===== src/core/link2_irq_pkg.sv =====
package link2_irq_pkg;

	// register addresses on the parallel port
	localparam logic [8:0] ADDR_LINK2_STATUS   = 9'h00a;
	localparam logic [8:0] ADDR_PATTERN_STATUS = 9'h00b;
	localparam logic [8:0] ADDR_ALARM1_ENABLE  = 9'h00c;
	localparam logic [8:0] ADDR_LINK2_ENABLE   = 9'h012;
	localparam logic [8:0] ADDR_PATTERN_ENABLE = 9'h013;

	// link2 status field positions
	localparam int BIT_CODEWORD   = 7;
	localparam int BIT_RX_FULL    = 6;
	localparam int BIT_RX_NEAR    = 5;
	localparam int BIT_MSG_RX     = 4;
	localparam int BIT_TX_UNDER   = 3;
	localparam int BIT_TX_OVER    = 2;
	localparam int BIT_TX_NEAR    = 1;
	localparam int BIT_MSG_SENT   = 0;

	// pattern status field positions
	localparam int BIT_BIT_SLIP   = 5;
	localparam int BIT_PAT_SYNC   = 4;
	localparam int BIT_TX_CRC     = 3;
	localparam int BIT_TX_CAS     = 2;
	localparam int BIT_TX_MF      = 1;
	localparam int BIT_TX_FRAME   = 0;

	// reset values and the pattern register mask
	localparam logic [7:0] RESET_STATUS = 8'h00;
	localparam logic [7:0] RESET_ENABLE = 8'h00;
	localparam logic [7:0] PATTERN_MASK = 8'h3f;

	// pattern sync detector counts, in received bits
	localparam int SYNC_MIN_BITS   = 128;
	localparam int SYNC_CLEAN_BITS = 96;
	// bits per error window for a ratio above 10e-2; the sync detector does not use it
	localparam int BER_WINDOW_BITS = 100;

	localparam logic [7:0] MIN_BITS_CNT   = 8'(SYNC_MIN_BITS);
	localparam logic [7:0] CLEAN_BITS_CNT = 8'(SYNC_CLEAN_BITS);

endpackage


===== src/core/pattern_sync_detect.sv =====
`timescale 1ns/100ps
`default_nettype none

// pattern sync detector: searches after restart, latches sync when found
module pattern_sync_detect
	import link2_irq_pkg::*;
(
	// clock and reset
	input  wire logic clk,
	input  wire logic rst,
	// control and received bits
	input  wire logic restart,
	input  wire logic bit_valid,
	input  wire logic bit_error,
	// status
	output logic      sync,
	output logic      count_error
);

	typedef enum {SEARCH, LOCKED} sync_state_e;

	sync_state_e state_reg, state_next;
	logic [7:0]  since_reg, since_next;
	logic [7:0]  clean_reg, clean_next;

	// a clean run of 96 bits only counts once 128 bits have passed
	always_comb begin
		state_next = state_reg;
		since_next = since_reg;
		clean_next = clean_reg;
		if (restart) begin
			state_next = SEARCH;
			since_next = 8'h00;
			clean_next = 8'h00;
		end else begin
			unique case (state_reg)
				SEARCH: begin
					if (bit_valid) begin
						if (since_reg != MIN_BITS_CNT)
							since_next = since_reg + 8'h01;
						// any error restarts the clean run; a ratio
						// above 10e-2 therefore never reaches 96
						clean_next = bit_error ? 8'h00 :
							(clean_reg == CLEAN_BITS_CNT ?
							 clean_reg : clean_reg + 8'h01);
					end
					if (since_reg == MIN_BITS_CNT &&
					    clean_reg == CLEAN_BITS_CNT)
						state_next = LOCKED;
				end
				LOCKED: ; // stays until next restart
			endcase
		end
	end

	always_ff @(posedge clk) begin
		if (rst) begin
			state_reg <= SEARCH;
			since_reg <= 8'h00;
			clean_reg <= 8'h00;
		end else begin
			state_reg <= state_next;
			since_reg <= since_next;
			clean_reg <= clean_next;
		end
	end

	assign sync        = (state_reg == LOCKED);
	assign count_error = sync && bit_valid && bit_error;

	property p_min_bits;
		@(posedge clk) disable iff (rst)
		restart |=> !sync [*8];
	endproperty
	a_min_bits: assert property (p_min_bits)
		else $error("sync rose too soon after restart");

endmodule
`default_nettype wire


===== src/core/framer_link2_pattern_irq_status.sv =====
`timescale 1ns/100ps
`default_nettype none

////////////////////////////////////////////////////////////////////////////////
module framer_link2_pattern_irq_status
	import link2_irq_pkg::*;
(
	// clock and reset
	input  wire logic       clk,
	input  wire logic       rst,
	// parallel register port
	input  wire logic       reg_sel,
	input  wire logic       reg_wr,
	input  wire logic [8:0] reg_addr,
	input  wire logic [7:0] reg_wdata,
	output logic      [7:0] reg_rdata,
	// link2 receiver conditions
	input  wire logic       codeword_stored,
	input  wire logic       hdlc_mode,
	input  wire logic       rx_overrun_write,
	input  wire logic       rx_fill_at_limit,
	input  wire logic       rx_fill_at_near,
	input  wire logic       rx_msg_available,
	// link2 transmitter conditions
	input  wire logic       tx_fifo_drained,
	input  wire logic       tx_end_mark_seen,
	input  wire logic       tx_write_while_full,
	input  wire logic       tx_below_near,
	input  wire logic       tx_closing_flag,
	// framer and pattern conditions
	input  wire logic       bit_slip_seen,
	input  wire logic       bit_slip_enabled,
	input  wire logic       fas_error_raw,
	input  wire logic       pattern_restart,
	input  wire logic       pattern_bit_valid,
	input  wire logic       pattern_bit_error,
	input  wire logic       tx_crc_fail,
	input  wire logic       tx_cas_fail,
	input  wire logic       cas_mode,
	input  wire logic       tx_mf_fail,
	input  wire logic       tx_frame_fail,
	// results
	output logic            hdlc_abort,
	output logic            tx_data_discard,
	output logic            frame_error_report,
	output logic            pattern_bit_error_count,
	output logic            pattern_sync,
	output logic      [1:0] master_interrupt_bits
);

	////////////////////////////////////////////////////////////////////////////
	// sources and edge detection

	logic [7:0] link2_src, pattern_src;
	logic [7:0] link2_prev_reg, link2_prev_next;
	logic [7:0] pat_prev_reg, pat_prev_next;
	logic       sync_raw, count_raw;

	pattern_sync_detect u_sync (
		.clk         (clk),
		.rst         (rst),
		.restart     (pattern_restart),
		.bit_valid   (pattern_bit_valid),
		.bit_error   (pattern_bit_error),
		.sync        (sync_raw),
		.count_error (count_raw)
	);

	// source levels; each is turned into a rising edge below
	always_comb begin
		link2_src = 8'h00;
		link2_src[BIT_CODEWORD] = codeword_stored;
		link2_src[BIT_RX_FULL]  = hdlc_mode ? rx_overrun_write
			: rx_fill_at_limit;
		link2_src[BIT_RX_NEAR]  = rx_fill_at_near;
		link2_src[BIT_MSG_RX]   = rx_msg_available;
		link2_src[BIT_TX_UNDER] = tx_fifo_drained && !tx_end_mark_seen;
		link2_src[BIT_TX_OVER]  = tx_write_while_full;
		link2_src[BIT_TX_NEAR]  = tx_below_near;
		link2_src[BIT_MSG_SENT] = tx_closing_flag;
		pattern_src = 8'h00;
		pattern_src[BIT_BIT_SLIP] = bit_slip_seen && bit_slip_enabled;
		pattern_src[BIT_PAT_SYNC] = sync_raw;
		pattern_src[BIT_TX_CRC]   = tx_crc_fail;
		pattern_src[BIT_TX_CAS]   = tx_cas_fail && cas_mode;
		pattern_src[BIT_TX_MF]    = tx_mf_fail;
		pattern_src[BIT_TX_FRAME] = tx_frame_fail;
		link2_prev_next = link2_src;
		pat_prev_next   = pattern_src;
	end

	////////////////////////////////////////////////////////////////////////////
	// status latches and enables

	logic [7:0] link2_stat_reg, link2_stat_next;
	logic [7:0] pat_stat_reg, pat_stat_next;
	logic [7:0] link2_en_reg, link2_en_next;
	logic [7:0] pat_en_reg, pat_en_next;
	logic [7:0] alarm1_en_reg, alarm1_en_next;
	logic [7:0] link2_rise, pat_rise;
	logic       rd_link2, rd_pat, wr_hit;

	// one latch step: a rise sets, a read clears, set wins
	function automatic logic [7:0] latch_step(input logic [7:0] cur,
		input logic [7:0] rise, input logic clr);
		latch_step = (clr ? 8'h00 : cur) | rise;
	endfunction

	always_comb begin
		link2_rise = link2_src & ~link2_prev_reg;
		pat_rise   = pattern_src & ~pat_prev_reg;
		rd_link2   = reg_sel && !reg_wr && reg_addr == ADDR_LINK2_STATUS;
		rd_pat     = reg_sel && !reg_wr && reg_addr == ADDR_PATTERN_STATUS;
		wr_hit     = reg_sel && reg_wr;
		// status sets regardless of enable
		link2_stat_next = latch_step(link2_stat_reg, link2_rise,
			rd_link2);
		pat_stat_next   = latch_step(pat_stat_reg, pat_rise,
			rd_pat) & PATTERN_MASK;
		link2_en_next  = link2_en_reg;
		pat_en_next    = pat_en_reg;
		alarm1_en_next = alarm1_en_reg;
		if (wr_hit && reg_addr == ADDR_LINK2_ENABLE)
			link2_en_next = reg_wdata;
		if (wr_hit && reg_addr == ADDR_PATTERN_ENABLE)
			pat_en_next = reg_wdata & PATTERN_MASK;
		if (wr_hit && reg_addr == ADDR_ALARM1_ENABLE)
			alarm1_en_next = reg_wdata;
	end

	////////////////////////////////////////////////////////////////////////////
	// outputs, all registered

	logic [7:0] rdata_next;
	logic [1:0] master_next;
	logic       abort_next, discard_next, frame_err_next, bit_err_next;
	logic       sync_next;

	// reads return the value held before the clear takes effect
	always_comb begin
		unique case (reg_addr)
			ADDR_LINK2_STATUS:   rdata_next = link2_stat_reg;
			ADDR_PATTERN_STATUS: rdata_next = pat_stat_reg;
			ADDR_ALARM1_ENABLE:  rdata_next = alarm1_en_reg;
			ADDR_LINK2_ENABLE:   rdata_next = link2_en_reg;
			ADDR_PATTERN_ENABLE: rdata_next = pat_en_reg;
			default:             rdata_next = 8'h00;
		endcase
		if (!(reg_sel && !reg_wr))
			rdata_next = reg_rdata;
		// master bits follow latched status through enables
		master_next[0] = |(link2_stat_next & link2_en_reg);
		master_next[1] = |(pat_stat_next & pat_en_reg);
		abort_next     = link2_src[BIT_TX_UNDER];
		discard_next   = tx_write_while_full;
		// a slip's apparent fas error is kept from the error paths
		frame_err_next = fas_error_raw && !pattern_src[BIT_BIT_SLIP];
		bit_err_next   = count_raw;
		// restart wins over a stale lock in the same cycle
		sync_next      = sync_raw && !pattern_restart;
	end

	always_ff @(posedge clk) begin
		if (rst) begin
			link2_prev_reg  <= 8'h00;
			pat_prev_reg    <= 8'h00;
			link2_stat_reg  <= RESET_STATUS;
			pat_stat_reg    <= RESET_STATUS;
			link2_en_reg    <= RESET_ENABLE;
			pat_en_reg      <= RESET_ENABLE;
			alarm1_en_reg   <= RESET_ENABLE;
			reg_rdata       <= 8'h00;
			master_interrupt_bits <= 2'b00;
			hdlc_abort      <= 1'b0;
			tx_data_discard <= 1'b0;
			frame_error_report <= 1'b0;
			pattern_bit_error_count <= 1'b0;
			pattern_sync    <= 1'b0;
		end else begin
			link2_prev_reg  <= link2_prev_next;
			pat_prev_reg    <= pat_prev_next;
			link2_stat_reg  <= link2_stat_next;
			pat_stat_reg    <= pat_stat_next;
			link2_en_reg    <= link2_en_next;
			pat_en_reg      <= pat_en_next;
			alarm1_en_reg   <= alarm1_en_next;
			reg_rdata       <= rdata_next;
			master_interrupt_bits <= master_next;
			hdlc_abort      <= abort_next;
			tx_data_discard <= discard_next;
			frame_error_report <= frame_err_next;
			pattern_bit_error_count <= bit_err_next;
			pattern_sync    <= sync_next;
		end
	end

	////////////////////////////////////////////////////////////////////////////
	// checks

	property p_link2_latch;
		@(posedge clk) disable iff (rst)
		(link2_src[BIT_TX_OVER] && !link2_prev_reg[BIT_TX_OVER])
			|=> link2_stat_reg[BIT_TX_OVER];
	endproperty
	a_link2_latch: assert property (p_link2_latch)
		else $error("link2 event not latched");

	property p_link2_hold;
		@(posedge clk) disable iff (rst)
		(link2_stat_reg[BIT_CODEWORD] && !rd_link2)
			|=> link2_stat_reg[BIT_CODEWORD];
	endproperty
	a_link2_hold: assert property (p_link2_hold)
		else $error("link2 status dropped without read");

	property p_set_wins;
		@(posedge clk) disable iff (rst)
		(rd_link2 && link2_rise[BIT_CODEWORD])
			|=> link2_stat_reg[BIT_CODEWORD];
	endproperty
	a_set_wins: assert property (p_set_wins)
		else $error("event lost on clearing read");

	property p_master_gate;
		@(posedge clk) disable iff (rst)
		(link2_en_reg == 8'h00) |=> !master_interrupt_bits[0];
	endproperty
	a_master_gate: assert property (p_master_gate)
		else $error("master bit without enabled status");

	property p_pat_master;
		@(posedge clk) disable iff (rst)
		|(pat_rise & pat_en_reg) |=> master_interrupt_bits[1];
	endproperty
	a_pat_master: assert property (p_pat_master)
		else $error("pattern master bit missing");

	property p_slip_hide;
		@(posedge clk) disable iff (rst)
		(bit_slip_seen && bit_slip_enabled) |=> !frame_error_report;
	endproperty
	a_slip_hide: assert property (p_slip_hide)
		else $error("slip leaked into frame errors");

	property p_no_count;
		@(posedge clk) disable iff (rst)
		!sync_raw |=> !pattern_bit_error_count;
	endproperty
	a_no_count: assert property (p_no_count)
		else $error("errors counted without sync");

	property p_cas_only;
		@(posedge clk) disable iff (rst)
		(!cas_mode && !pat_stat_reg[BIT_TX_CAS] && !rd_pat)
			|=> !pat_stat_reg[BIT_TX_CAS];
	endproperty
	a_cas_only: assert property (p_cas_only)
		else $error("cas error outside cas mode");

	property p_abort;
		@(posedge clk) disable iff (rst)
		(tx_fifo_drained && !tx_end_mark_seen) |=> hdlc_abort;
	endproperty
	a_abort: assert property (p_abort)
		else $error("underrun without abort");

	property p_discard;
		@(posedge clk) disable iff (rst)
		tx_write_while_full |=> tx_data_discard;
	endproperty
	a_discard: assert property (p_discard)
		else $error("write to full fifo not discarded");

	property p_restart_drop;
		@(posedge clk) disable iff (rst)
		pattern_restart |=> !pattern_sync;
	endproperty
	a_restart_drop: assert property (p_restart_drop)
		else $error("pattern sync kept through restart");

endmodule
`default_nettype wire


===== config.mk =====
export PLATFORM = sky130hd
export DESIGN_NAME = framer_link2_pattern_irq_status
export DESIGN_NICKNAME = d
export VERILOG_FILES = /design/src/core/link2_irq_pkg.sv /design/src/core/pattern_sync_detect.sv /design/src/core/framer_link2_pattern_irq_status.sv
export SDC_FILE = /design/constraint.sdc
export NUM_CORES = 1
export LEC_CHECK = 0
export BUFFER_PORTS_ARGS = -buffer_cell sky130_fd_sc_hd__buf_2
export CAP_MARGIN = 10
export CORE_AREA = 2 2 114 116
export CTS_BUF_LIST = sky130_fd_sc_hd__clkbuf_4 sky130_fd_sc_hd__clkbuf_8
export CTS_CLUSTER_SIZE = 25
export DETAILED_ROUTE_END_ITERATION = 10
export DIE_AREA = 0 0 116 118
export GPL_TIMING_DRIVEN = 1
export SLEW_MARGIN = 10
export SYNTH_ARGS = -nofsm -noshare
export SYNTH_HDL_FRONTEND = slang
export SYNTH_SLANG_ARGS = --single-unit

===== constraint.sdc =====
create_clock -name clk -period 3.45 [get_ports clk]
set_input_delay 0.5175 -clock clk [delete_from_list [all_inputs] [get_ports clk]]
set_output_delay 0.5175 -clock clk [all_outputs]
set_load 0.01 [all_outputs]

==> flow_summary.yaml <==
status:
  status: "completed"
finish:
  finalNetCount: 509
  antenna_cells: 0
  final_core_util_pct: 34.6
  final_cell_mix: "dfxtp_1 (80), nor2_1 (60), buf_2 (57), a21oi_1 (35), o21ai_0 (28)"
  layout_commonest_cell: "dfxtp_1"
  drive_gt1_share_pct: 20.6
  synthToLayoutAreaGrowth_pct: 17.3
synth:
  netlist_area_sq_mm: 0.00366
  synth_fp_nets: 459
  syn_inst: 412
  synth_warnings: 0
  ys_seq_elements: 80
  synthArstFlopShare_pct: 0
  netlist_top_cells_area: "dfxtp_1 (44%), nor2_1 (6.1%), a21oi_1 (4.8%)"
  syn_avg_cell_area_sq_um: 8.89
  ys.flop_type: "dfxtp_1"
  synthDominantCellAreaShare_pct: 43.7
  synth_cell_type_count: 57
  yosysSeqAreaShare_pct: 43.7
  synth-edff-count: 0
  post-synth-top-area-cell: "dfxtp_1"
route:
  vias_per_cell: 4.82
  num_vias: 3081
  post_drt_wl_per_cell_um: 14.2
  drt_pass1_iterations: 4
  antenna_left: 0
  drtIter0Drc: 207
  wl_mm: 9.08
  drc: 0
grt:
  grt_pass1_wl_mm: 14.8
  antenna_found_initial: 1
  overflow: 0
  grt_pass1_vias: 2988
  grt_max_degree: 23
  grt_use_total_pct: 13.7
clock_network:
  clk_pin_slew_ns: 0.08
  cts_tree: "built"
  cts_sinks: 80
  cts_resized: 0
  cts_setup_buffers: 0
  h-tree-depth: 3
  clockBufferDepth: 2
  cts_hold_buf: 0
  numCtsBuffers: 9
  cts_root_buf: "clkbuf_8"
  clk-insertion-delay-late_ns: 0.35
worst_setup_path:
  r2r_end: "u_sync.since_reg[6]$_SDFFE_PP0P_"
  cp-startpoint: "reg_addr[5]"
  r2r_slack_ns: 1.87
  worstPathRequired_ns: 3.71
  cp_slowest_cell: "and4_1"
  worstSetupStartpointType: "input pin"
  critical_path_class: "input pin to register"
  arrival_ns: 2.44
  max_stage_delay_ns: 0.77
  cp-end-kind: "register"
  worst-path-max-fanout: 16
  regToRegStartpoint: "u_sync.since_reg[0]$_SDFFE_PP0P_"
  ff2ff_path_depth: 6
  path_cells: "buf_2 > nor4_4 > and4_1 > a22oi_1 > a311oi_1"
die:
  rows: 41
  start_util_pct: 29.5
  pin_count: 58
  coreArea_sq_mm: 0.0124
  die_h_um: 118
  die_w_um: 116
  die_area_sq_mm: 0.0137
min_path:
  hold_path.startpoint: "tx_below_near"
  holdPathStages: 2
  hp-class: "input pin to register"
  hold_end: "link2_prev_reg[1]$_SDFF_PP0_"
placement:
  place_congestion: 0.873
  dp_slack_ns: 0.949
  io_buffers: 57
  place_hpwl_mm: 6.74
sta:
  setup_viol: 0
  worstMarginPinSlew_ns: 0.687
  fmax_mhz: 459
  setup_slack_ns: 1.27
  rsz0062_at_grt: "false"
  finalHoldViolCount: 0
  relSlewSlack_pct: 54.2
  tns_ns: 0
  post-route-min-period_ns: 2.18
  fin_worst_skew_ns: 0.00728
  finalCritPeriodShare_pct: 63.2
  slew_violations: 0
flow_run:
  maxCapViolations: 0
power_and_ir_drop:
  power_per_cell_area_mw_per_mm2: 438
  total_power_mw: 1.88
  p_leak_nw: 1.67
  ir_worst_vdd_v: 0.000183
[area by class of cell]
cell class | count | area (sq um)
Inverter | 16 | 60.1
Fill cell | 1327 | 8120
Clock inverter | 5 | 80.1
Sequential cell | 80 | 1600
Multi-Input combinational cell | 294 | 1880
Tap cell | 172 | 215
Timing Repair Buffer | 61 | 315
Clock buffer | 11 | 145
[stage by stage]
| stage | cell area, sq um | instances | hold slack (ns) |
|---|---|---|---|
| 3_3_place_gp | 4070 | 623 | 0.477 |
| 2_1_floorplan | 3660 | 412 | 0.458 |
| 5_1_grt | 4300 | 639 | 0.369 |
| 4_1_cts | 4300 | 639 | 0.361 |
| 6_report | 4300 | 639 | 0.380 |
| 3_5_place_dp | 4070 | 623 | 0.476 |
[power by group]
group | switching (mW) | internal [mW]
Combinational | 0.0870 | 0.0602
Sequential | 0.0146 | 0.948
Clock | 0.337 | 0.434
Total | 0.439 | 1.44
[how the worst max path moves through the flow]
stage                                                      to  slack (ns)  depth (start not counted)
after floorplan           master_interrupt_bits[0]$_SDFF_PP0_        1.76                          5
after global placement              reg_rdata[1]$_SDFFE_PP0N_        1.07                          5
after detailed placement            reg_rdata[1]$_SDFFE_PP0N_        0.95                          5
after CTS                           reg_rdata[1]$_SDFFE_PP0N_        1.32                          5
after global routing                reg_rdata[0]$_SDFFE_PP0N_        1.15                          5
final                               reg_rdata[1]$_SDFFE_PP0N_        1.27                          5
[cell usage after synthesis, drive strengths merged, types with 6 or more instances]
master   n
dfxtp   80
a22oi    7
a311oi   6
o21ai   28
mux2i   11
nand2   16
a21oi   35
clkbuf  10
nand4    8
nand3   20
buf     12
nor2b   25
inv     16
nor2    60
[critical path: cells and delay by family]
family	cells	cell delay, ns
AO/OA/AOI/OAI	2	0.41
buffers and inverters	1	0.11
AND/OR/NAND/NOR	2	1.40
[kinds of logic (layout without fill, tap and decap cells)]
logic type	Yosys count	in the layout	synth area share [%]
and+or+nand+nor	165	165	24.8
AOI/OAI and AO/OA	102	102	19.1
DFF	80	80	43.7
buffers and inverters	38	93	4.99
muxes	14	14	3.93
xor gates and xnor gates	9	9	2.15
adders and majority gates	4	4	1.37
[routing by layer]
layer / global-route usage, % / vias to the layer above / wire [um] / share of wire, %
li1: - / 1560 / - / -
met1: 16.6 / 1441 / 4020 / 44
met2: 23.0 / 69 / 4460 / 49
met3: 4.43 / 9 / 507 / 5.6
met4: 4.09 / 2 / 88 / 0.97
met5: 0 / - / 7 / 0.077
No activity file was read; power rests on OpenSTA's default activity.
